## src/common/cie_pkg.sv

```systemverilog
package cie_pkg;

   localparam int REG_W   = 8;
   localparam int ADDR_W  = 3;
   localparam int LOC_N   = 3;
   localparam int STS_N   = 3;

   localparam logic [ADDR_W-1:0] ADDR_CTRL = 3'h0;
   localparam logic [ADDR_W-1:0] ADDR_PFA  = 3'h1;
   localparam logic [ADDR_W-1:0] ADDR_PFB  = 3'h2;
   localparam logic [ADDR_W-1:0] ADDR_PEA  = 3'h3;
   localparam logic [ADDR_W-1:0] ADDR_PEB  = 3'h4;
   localparam logic [ADDR_W-1:0] ADDR_STS  = 3'h5;
   localparam logic [ADDR_W-1:0] ADDR_MSK  = 3'h6;

   localparam int CTRL_GLOBAL_EN_BIT = 7;
   localparam int CTRL_GROUP_EN_BIT  = 6;
   localparam int CTRL_EN_LSB   = 3;
   localparam int CTRL_FLAG_LSB = 0;

   localparam int STS_ENTRY  = 0;
   localparam int STS_RETURN = 1;
   localparam int STS_WAKE   = 2;

   localparam logic [REG_W-1:0] REG_RST   = 8'h00;
   localparam logic [LOC_N-1:0] LOC_RST   = 3'h0;
   localparam logic [STS_N-1:0] STS_RST   = 3'h0;
   localparam logic [15:0]      IRQ_VECTOR = 16'h0004;

   typedef enum logic [1:0]
   {
      CIE_SEQ_IDLE  = 2'b00,
      CIE_SEQ_FLUSH = 2'b01,
      CIE_SEQ_PUSH  = 2'b10,
      CIE_SEQ_VECT  = 2'b11
   } cie_seq_state_type;

endpackage

```

## src/common/cie_seq_if.sv

```systemverilog
`timescale 1ns/1ns
interface cie_seq_if;
   logic irq_req;
   logic return_from_irq_instruction;
   logic fetch_flush;
   logic clr_global_en;
   logic stack_push;
   logic ctx_save;
   logic pc_load;
   logic stack_pop;
   logic ctx_restore;
   logic set_global_en;

   modport ctl
   (
      output irq_req,
      output return_from_irq_instruction,
      input  fetch_flush,
      input  clr_global_en,
      input  stack_push,
      input  ctx_save,
      input  pc_load,
      input  stack_pop,
      input  ctx_restore,
      input  set_global_en
   );

   modport seq
   (
      input  irq_req,
      input  return_from_irq_instruction,
      output fetch_flush,
      output clr_global_en,
      output stack_push,
      output ctx_save,
      output pc_load,
      output stack_pop,
      output ctx_restore,
      output set_global_en
   );
endinterface

```

## src/rtl/cie_entry_seq.sv

```systemverilog
`timescale 1ns/1ns
module cie_entry_seq
(
   input  wire logic clk,
   input  wire logic reset_n,
   cie_seq_if.seq    seq
);
   import cie_pkg::*;

   typedef struct packed
   {
      cie_seq_state_type state;
   } cie_seq_reg_type;

   cie_seq_reg_type seq_ff;
   cie_seq_reg_type nxt_seq;

   always_comb
   begin
      nxt_seq         = seq_ff;
      seq.fetch_flush = 1'b0;
      seq.clr_global_en = 1'b0;
      seq.stack_push  = 1'b0;
      seq.ctx_save    = 1'b0;
      seq.pc_load     = 1'b0;
      seq.stack_pop   = 1'b0;
      seq.ctx_restore = 1'b0;
      seq.set_global_en = 1'b0;
      case (seq_ff.state)
         CIE_SEQ_IDLE:
         begin
            if (seq.irq_req)
            begin
               nxt_seq.state = CIE_SEQ_FLUSH;
            end
            else if (seq.return_from_irq_instruction)
            begin
               seq.stack_pop   = 1'b1;
               seq.ctx_restore = 1'b1;
               seq.set_global_en = 1'b1;
            end
         end
         CIE_SEQ_FLUSH:
         begin
            seq.fetch_flush = 1'b1;
            seq.clr_global_en = 1'b1;
            nxt_seq.state   = CIE_SEQ_PUSH;
         end
         CIE_SEQ_PUSH:
         begin
            seq.stack_push = 1'b1;
            seq.ctx_save   = 1'b1;
            nxt_seq.state  = CIE_SEQ_VECT;
         end
         CIE_SEQ_VECT:
         begin
            // Vector fetch starts the cycle after; keeps entry within the latency budget
            seq.pc_load   = 1'b1;
            nxt_seq.state = CIE_SEQ_IDLE;
         end
         default:
         begin
            nxt_seq.state = CIE_SEQ_IDLE;
         end
      endcase
   end

   always_ff @(posedge clk or negedge reset_n)
   begin
      if (!reset_n)
      begin
         seq_ff.state <= CIE_SEQ_IDLE;
      end
      else
      begin
         seq_ff <= nxt_seq;
      end
   end
endmodule // cie_entry_seq

```

## src/rtl/cie_irq_entry_exit.sv

```systemverilog
// Strobed register access and the register addresses are this design's own decisions.
`timescale 1ns/1ns
// Behaviour
// - Any reset leaves the global enable clear so no interrupt is taken until software sets it.
// - A vector jump needs the global enable and the event's own enable both set.
// - Peripheral-group events additionally need the peripheral group enable set.
// - Every event is held in its own flag bit in the control or one of two peripheral flag regs.
// - A flag is set by its event whatever the state of any enable bit.
// - Entry flushes the prefetch, clears global enable, pushes the PC, saves context, loads 0004h.
// - While global enable is clear, new events set flags but cause no redirection.
// - Return pops the address, restores the saved context and sets global enable.
// - Pending enabled flags raised while global enable was clear are taken once it is set.
// - Enabled sources can wake the processor out of Sleep.
// - Event to first vector instruction takes a small fixed number of cycles.
module cie_irq_entry_exit
#(
   parameter int PC_W  = 15,
   parameter int CTX_W = 40
)
(
   input  wire logic                       clk,
   input  wire logic                       reset_n,
   input  wire logic [cie_pkg::ADDR_W-1:0] reg_addr,
   input  wire logic [cie_pkg::REG_W-1:0]  reg_wdata,
   input  wire logic                       reg_wr,
   input  wire logic                       reg_rd,
   output      logic [cie_pkg::REG_W-1:0]  reg_rdata,
   input  wire logic [cie_pkg::LOC_N-1:0]  local_event,
   input  wire logic [cie_pkg::REG_W-1:0]  periph_event_a,
   input  wire logic [cie_pkg::REG_W-1:0]  periph_event_b,
   input  wire logic                       return_from_irq_instruction,
   input  wire logic                       sleep_active,
   input  wire logic [PC_W-1:0]            core_pc,
   input  wire logic [CTX_W-1:0]           core_ctx,
   output      logic                       fetch_flush,
   output      logic                       stack_push,
   output      logic [PC_W-1:0]            stack_push_pc,
   output      logic                       ctx_save,
   output      logic                       pc_load,
   output      logic [PC_W-1:0]            pc_load_value,
   output      logic                       stack_pop,
   output      logic                       ctx_restore,
   output      logic [CTX_W-1:0]           ctx_restore_value,
   output      logic                       wake_request,
   output      logic                       global_irq_enable,
   output      logic                       irq
);
   import cie_pkg::*;

   localparam logic [PC_W-1:0] VECTOR_PC = IRQ_VECTOR[PC_W-1:0];

   typedef struct packed
   {
      logic                 global_en;
      logic                 group_en;
      logic [LOC_N-1:0]     loc_en;
      logic [LOC_N-1:0]     loc_flag;
      logic [REG_W-1:0]     flag_a;
      logic [REG_W-1:0]     flag_b;
      logic [REG_W-1:0]     en_a;
      logic [REG_W-1:0]     en_b;
      logic [STS_N-1:0]     sts;
      logic [STS_N-1:0]     msk;
      logic [REG_W-1:0]     rdata;
      logic [PC_W-1:0]      push_pc;
      logic [PC_W-1:0]      load_pc;
      logic [CTX_W-1:0]     shadow;
   } cie_state_type;

   cie_state_type state_ff;
   cie_state_type nxt_state;

   cie_seq_if seq_bus ();

   logic                 wr_ctrl;
   logic                 wr_pfa;
   logic                 wr_pfb;
   logic                 wr_pea;
   logic                 wr_peb;
   logic                 wr_sts;
   logic                 wr_msk;
   logic                 loc_pend;
   logic                 grp_pend;
   logic                 any_pend;
   logic [REG_W-1:0]     ctrl_view;
   logic [STS_N-1:0]     sts_event;

   function automatic logic pending_any
   (
      input logic [REG_W-1:0] flags,
      input logic [REG_W-1:0] enables
   );
      pending_any = |(flags & enables);
   endfunction

   // Event set is OR-ed after the write so a clearing write never loses a new event
   function automatic logic [REG_W-1:0] flag_next
   (
      input logic [REG_W-1:0] old_val,
      input logic             wr_hit,
      input logic [REG_W-1:0] wr_val,
      input logic [REG_W-1:0] events
   );
      flag_next = (wr_hit ? wr_val : old_val) | events;
   endfunction

   function automatic logic [REG_W-1:0] widen_loc
   (
      input logic [LOC_N-1:0] v
   );
      widen_loc = {{(REG_W-LOC_N){1'b0}}, v};
   endfunction

   assign wr_ctrl = reg_wr && (reg_addr == ADDR_CTRL);
   assign wr_pfa  = reg_wr && (reg_addr == ADDR_PFA);
   assign wr_pfb  = reg_wr && (reg_addr == ADDR_PFB);
   assign wr_pea  = reg_wr && (reg_addr == ADDR_PEA);
   assign wr_peb  = reg_wr && (reg_addr == ADDR_PEB);
   assign wr_sts  = reg_wr && (reg_addr == ADDR_STS);
   assign wr_msk  = reg_wr && (reg_addr == ADDR_MSK);

   // Pending terms ignore the global enable so Sleep wake still works with it clear
   assign loc_pend = pending_any(widen_loc(state_ff.loc_flag), widen_loc(state_ff.loc_en));
   assign grp_pend = state_ff.group_en &&
                     (pending_any(state_ff.flag_a, state_ff.en_a) ||
                      pending_any(state_ff.flag_b, state_ff.en_b));
   assign any_pend = loc_pend || grp_pend;

   // Request held low while global enable is clear; flags wait, taken once it is set
   assign seq_bus.irq_req = state_ff.global_en && any_pend;
   assign seq_bus.return_from_irq_instruction = return_from_irq_instruction;

   cie_entry_seq i_cie_entry_seq
   (
      .clk     (clk),
      .reset_n (reset_n),
      .seq     (seq_bus.seq)
   );

   assign wake_request = sleep_active && any_pend;

   always_comb
   begin
      ctrl_view = REG_RST;
      ctrl_view[CTRL_GLOBAL_EN_BIT]                = state_ff.global_en;
      ctrl_view[CTRL_GROUP_EN_BIT]                 = state_ff.group_en;
      ctrl_view[CTRL_EN_LSB +: LOC_N]              = state_ff.loc_en;
      ctrl_view[CTRL_FLAG_LSB +: LOC_N]            = state_ff.loc_flag;
   end

   always_comb
   begin
      sts_event            = STS_RST;
      sts_event[STS_ENTRY]  = seq_bus.pc_load;
      sts_event[STS_RETURN] = seq_bus.stack_pop;
      sts_event[STS_WAKE]   = wake_request;
   end

   always_comb
   begin
      nxt_state = state_ff;

      if (wr_ctrl)
      begin
         nxt_state.global_en = reg_wdata[CTRL_GLOBAL_EN_BIT];
         nxt_state.group_en  = reg_wdata[CTRL_GROUP_EN_BIT];
         nxt_state.loc_en = reg_wdata[CTRL_EN_LSB +: LOC_N];
      end
      // Hardware entry and exit override a software write in the same cycle
      if (seq_bus.clr_global_en)
      begin
         nxt_state.global_en = 1'b0;
      end
      else if (seq_bus.set_global_en)
      begin
         nxt_state.global_en = 1'b1;
      end

      nxt_state.loc_flag = LOC_RST |
                           ((wr_ctrl ? reg_wdata[CTRL_FLAG_LSB +: LOC_N] : state_ff.loc_flag)
                            | local_event);
      nxt_state.flag_a = flag_next(state_ff.flag_a, wr_pfa,
                                   reg_wdata, periph_event_a);
      nxt_state.flag_b = flag_next(state_ff.flag_b, wr_pfb,
                                   reg_wdata, periph_event_b);

      if (wr_pea)
      begin
         nxt_state.en_a = reg_wdata;
      end
      if (wr_peb)
      begin
         nxt_state.en_b = reg_wdata;
      end
      if (wr_msk)
      begin
         nxt_state.msk = reg_wdata[STS_N-1:0];
      end
      nxt_state.sts = ((wr_sts ? (state_ff.sts & ~reg_wdata[STS_N-1:0]) : state_ff.sts)
                       | sts_event);

      if (seq_bus.fetch_flush)
      begin
         nxt_state.push_pc = core_pc;
      end
      if (seq_bus.ctx_save)
      begin
         nxt_state.shadow  = core_ctx;
         nxt_state.load_pc = VECTOR_PC;
      end

      nxt_state.rdata = REG_RST;
      if (reg_rd)
      begin
         case (reg_addr)
            ADDR_CTRL: nxt_state.rdata = ctrl_view;
            ADDR_PFA:  nxt_state.rdata = state_ff.flag_a;
            ADDR_PFB:  nxt_state.rdata = state_ff.flag_b;
            ADDR_PEA:  nxt_state.rdata = state_ff.en_a;
            ADDR_PEB:  nxt_state.rdata = state_ff.en_b;
            ADDR_STS:  nxt_state.rdata = {{(REG_W-STS_N){1'b0}}, state_ff.sts};
            ADDR_MSK:  nxt_state.rdata = {{(REG_W-STS_N){1'b0}}, state_ff.msk};
            default:   nxt_state.rdata = REG_RST;
         endcase
      end
   end

   always_ff @(posedge clk or negedge reset_n)
   begin
      if (!reset_n)
      begin
         state_ff.global_en <= 1'b0;
         state_ff.group_en  <= 1'b0;
         state_ff.loc_en   <= LOC_RST;
         state_ff.loc_flag <= LOC_RST;
         state_ff.flag_a   <= REG_RST;
         state_ff.flag_b   <= REG_RST;
         state_ff.en_a     <= REG_RST;
         state_ff.en_b     <= REG_RST;
         state_ff.sts      <= STS_RST;
         state_ff.msk      <= STS_RST;
         state_ff.rdata    <= REG_RST;
         state_ff.push_pc  <= '0;
         state_ff.load_pc  <= '0;
         state_ff.shadow   <= '0;
      end
      else
      begin
         state_ff <= nxt_state;
      end
   end

   assign reg_rdata         = state_ff.rdata;
   assign fetch_flush       = seq_bus.fetch_flush;
   assign stack_push        = seq_bus.stack_push;
   assign stack_push_pc     = state_ff.push_pc;
   assign ctx_save          = seq_bus.ctx_save;
   assign pc_load           = seq_bus.pc_load;
   assign pc_load_value     = state_ff.load_pc;
   assign stack_pop         = seq_bus.stack_pop;
   assign ctx_restore       = seq_bus.ctx_restore;
   assign ctx_restore_value = state_ff.shadow;
   assign global_irq_enable = state_ff.global_en;
   assign irq               = |(state_ff.sts & state_ff.msk);
endmodule // cie_irq_entry_exit

```

## config.mk

```make
export PLATFORM = sky130hd
export DESIGN_NAME = cie_irq_entry_exit
export DESIGN_NICKNAME = d
export VERILOG_FILES = /design/src/common/cie_pkg.sv /design/src/common/cie_seq_if.sv /design/src/rtl/cie_entry_seq.sv /design/src/rtl/cie_irq_entry_exit.sv
export SDC_FILE = /design/constraint.sdc
export NUM_CORES = 1
export LEC_CHECK = 0
export BUFFER_PORTS_ARGS = -buffer_cell sky130_fd_sc_hd__buf_2
export CORE_MARGIN = 2
export CORE_UTILIZATION = 30
export CTS_CLUSTER_SIZE = 16
export DETAILED_ROUTE_END_ITERATION = 10
export SETUP_SLACK_MARGIN = 0.5
export SYNTH_ARGS = -nofsm -noshare
export SYNTH_HDL_FRONTEND = slang
export SYNTH_SLANG_ARGS = --single-unit
```

## constraint.sdc

```tcl
create_clock -name clk -period 2.4 [get_ports clk]
set_input_delay 0 -clock clk [delete_from_list [all_inputs] [get_ports clk]]
set_output_delay 0 -clock clk [all_outputs]
set_load 0.005 [all_outputs]
```

==> impl_metrics.env <==
export IMPL_ys_types=39
export IMPL_area_growth_pct=35.6
export IMPL_clk_pin_slew_ns=0.08
export IMPL_worst_clock_skew_ns=0.00539
export IMPL_synth_top_family_by_area="multiplexers"
export IMPL_synth_compound_area_share_pct=6.93
export IMPL_setup_slack_ns=0.495
export IMPL_slowest_delay_ns=0.39
export IMPL_critPathLaunch="state_ff[114]"
export IMPL_crit_slowest_cell="dfrtp_1"
export IMPL_yosys_top_cells_area="dfrtp_1 51%, mux2_2 17%, buf_4 11%, nor2b_1 2.3%, a211o_1 1.8%"
export IMPL_grt_first_pass_wirelength_um=22700
export IMPL_maxCapViolations=0
export IMPL_syn_avg_cell_area_um2=12.6
export IMPL_wire_per_inst_um=16.0
export IMPL_fin_crit_sh_pct=79.4
export IMPL_status="finished, final reports clean"
export IMPL_path_depth=6
export IMPL_drive_gt1_share_pct=45.2
export IMPL_core_um2=18000
export IMPL_hold_viol_final=0
export IMPL_grt_ovfl_total=0
export IMPL_grt_max_degree=71
export IMPL_rsz0062_at_grt="yes"
export IMPL_place_congestion=0.787
export IMPL_vias=3993
export IMPL_drt_wl_total_um=14000
export IMPL_drt_iter0_markers=148
export IMPL_dieWidth_um=139
export IMPL_synth_seq_cells=112
export IMPL_drc=0
export IMPL_worstSetupPathType="reg -> out"
export IMPL_post_dp_hpwl_um=9260
export IMPL_ff2ff_path_depth=7
export IMPL_io_buffers=163
export IMPL_htreeDepth=3
export IMPL_seq_area_frac_synth_pct=51.2
export IMPL_cp_end_kind="primary output"
export IMPL_grt_pass1_vias=4307
export IMPL_cp_arrival_ns=1.90
export IMPL_dp_cells=749
export IMPL_start_kind="flop"
export IMPL_io_pins=178
export IMPL_track_usage_pct=14.7
export IMPL_tightestPinTransition_ns=0.574
export IMPL_slew_headroom_pct=61.7
export IMPL_die_area_um2=19300
export IMPL_dieHeight_um=139
export IMPL_r2r_end="i_cie_entry_seq.seq_ff[1]"
export IMPL_synth_top_cell_area_share_pct=51.2
export IMPL_powerDensity_nw_per_um2=928
export IMPL_netlist_area_um2=5470
export IMPL_diodes=0
export IMPL_yosysWarnings=0
export IMPL_fill_cells=1702
export IMPL_vdd_ir_drop_worst_mv=0.412
export IMPL_synthArstFlopShare_pct=100
export IMPL_fin_cells=877
export IMPL_drt_pass1_iter_count=4
export IMPL_timing_fmax_ghz=0.525
export IMPL_endpoint="ctx_restore"
export IMPL_cp_top_family="compound AO/OA/AOI/OAI gates"
export IMPL_yosys_area_share_simple_pct=7.70
export IMPL_synth_enable_flop_cells=0
export IMPL_synth_xor_area_share_pct=0
export IMPL_vias_per_cell=4.55
export IMPL_cts_buffer_depth=2
export IMPL_clock_latency_ns=0.35
export IMPL_final_util_pct=41.3
export IMPL_antenna_found_initial=0
export IMPL_p_leak_nw=3.31
export IMPL_yosys_area_top_type="dfrtp_1"
export IMPL_timing_rr_start="state_ff[114]"
export IMPL_ys_flop_type="dfrtp_1"
export IMPL_cts_buffers=9
export IMPL_min_period_ns=1.90
export IMPL_path_max_fanout=2
export IMPL_synth_cells=434
export IMPL_nets=739
export IMPL_initial_core_util_pct=30.5
export IMPL_synthMuxAreaShare_pct=20.2
export IMPL_drv_slew=0
export IMPL_cp_required_ns=2.40
export IMPL_cts_tree="built"
export IMPL_hp_class="in -> reg"
export IMPL_pre_cts_slack_ns=0.596
export IMPL_rows=49
export IMPL_fin_tns_setup_ns=0
export IMPL_yosys_area_share_adder_pct=1.14
export IMPL_crit_buf_inv=1
export IMPL_clkSinkCount=112
export IMPL_clock_root_buffer="clkbuf_16"
export IMPL_hold_depth=2
export IMPL_crit_chain="a22o_1, a221oi_2, nand4_2, a31oi_4, and2_4, buf_2"
export IMPL_setup_viol=0
export IMPL_ant_nets=0
export IMPL_r2r_slack_ns=0.50
[cells in the final DEF, fill, tap and decap left out, types with 3 or more instances in the layout]
cell	netlist	layout
a221oi_2	4	4
mux2_2	81	81
clkbuf_16	0	9
nor2b_1	20	20
nand3b_1	8	8
a22o_1	5	5
dfrtp_1	112	112
nor2_1	13	13
a211o_1	11	11
mux4_2	3	3
buf_4	83	16
conb_1	1	14
a31oi_1	8	8
nand3_1	5	5
buf_2	5	162
inv_1	5	5
mux2i_1	6	6
ha_1	5	4
dlygate4sd3_1	0	100
nand2_1	24	24
[stage by stage]
step | instance area, µm² | hold WS (ns) | total power [mW]
2_1_floorplan | 5520 | -0.296 | 4.86
3_3_place_gp | 6010 | 0.0130 | 5.10
3_5_place_dp | 6010 | 0.0269 | 5.18
4_1_cts | 7380 | 0.00752 | 6.94
5_1_grt | 7420 | 0.0273 | 7.32
6_report | 7420 | 0.0305 | 6.89
[flip-flops by register name, indices dropped and copies added, names as in the netlist]
signal and count:
state_ff 38, global_irq_enable 1, pc_load_value 1, stack_push_pc 15, ctrl_view 7, reg_rdata 8
ctx_restore_value 40, i_cie_entry_seq.seq_ff 2
[final cells by class]
cell class | instances | area, µm² | area share, %
repair buffers | 281 | 1980 | 26.7
multi-input cells | 234 | 2030 | 27.3
flip-flops and latches | 112 | 2800 | 37.8
well taps | 229 | 287 | 3.86
clock buffers | 10 | 229 | 3.08
clock inverters | 6 | 75.1 | 1.01
inverters | 5 | 18.8 | 0.253
[cell families after synthesis]
group,count (synthesis)
DFF,112
and+or+nand+nor,79
muxes,93
buffers and inverters,101
other,1
AOI/OAI and AO/OA,43
adders and majority gates,5
[synthesized netlist by cell type, types with 2 or more instances]
| library cell | instances |
|---|---|
| a211o_1 | 11 |
| a21oi_1 | 2 |
| a221oi_2 | 4 |
| a222oi_1 | 2 |
| a22o_1 | 5 |
| a22oi_1 | 2 |
| a31oi_1 | 8 |
| buf_2 | 5 |
| buf_4 | 83 |
| clkbuf_1 | 8 |
| dfrtp_1 | 112 |
| ha_1 | 5 |
| inv_1 | 5 |
| mux2_2 | 81 |
| mux2i_1 | 6 |
| mux4_1 | 2 |
| mux4_2 | 3 |
| nand2_1 | 24 |
| nand2b_1 | 2 |
| nand3_1 | 5 |
| nand3b_1 | 8 |
| nor2_1 | 13 |
| nor2b_1 | 20 |
| o21ai_0 | 2 |
| o22a_1 | 2 |
[worst min-delay path by stage]
stage | from | slack [ns] | endpoint
2_1_floorplan | reset_n | -0.30 | ctrl_view[0]
3_3_place_gp | reset_n | 0.01 | reg_rdata[5]
3_5_place_dp | reset_n | 0.03 | reg_rdata[4]
4_1_cts | reg_wdata[2] | 0.008 | state_ff[80]
5_1_grt | reg_wdata[1] | 0.03 | ctrl_view[1]
6_report | reg_wdata[1] | 0.03 | ctrl_view[1]
[power breakdown]
| part | total [mW] | internal, mW | switching [mW] | leakage [nW] |
|---|---|---|---|---|
| Clock | 1.56 | 0.827 | 0.738 | 0.145 |
| Sequential | 2.91 | 2.52 | 0.385 | 1.27 |
| Combinational | 2.41 | 1.44 | 0.977 | 1.89 |
| Total | 6.89 | 4.79 | 2.10 | 3.31 |
[what timing repair did]
item | 4_1_cts | 5_1_grt
pin swaps | 4 | 1
setup endpoints to repair | 3 | 11
gates resized for setup | 2 | 1
buffers inserted | 8 | 4
endpoints found under the hold margin | 133 | 0
hold buffers | 100 | 0
[routing by layer]
layer	GRT usage (%)	routed length [µm]	share of wire [%]	vias up
met5	0	0	0	-
met4	3.35	124	0.88	0
met3	3.38	706	5.0	10
met2	26.4	7240	52	150
met1	18.0	5950	42	1999
li1	-	-	-	1834
(Power assumes the default switching activity.)
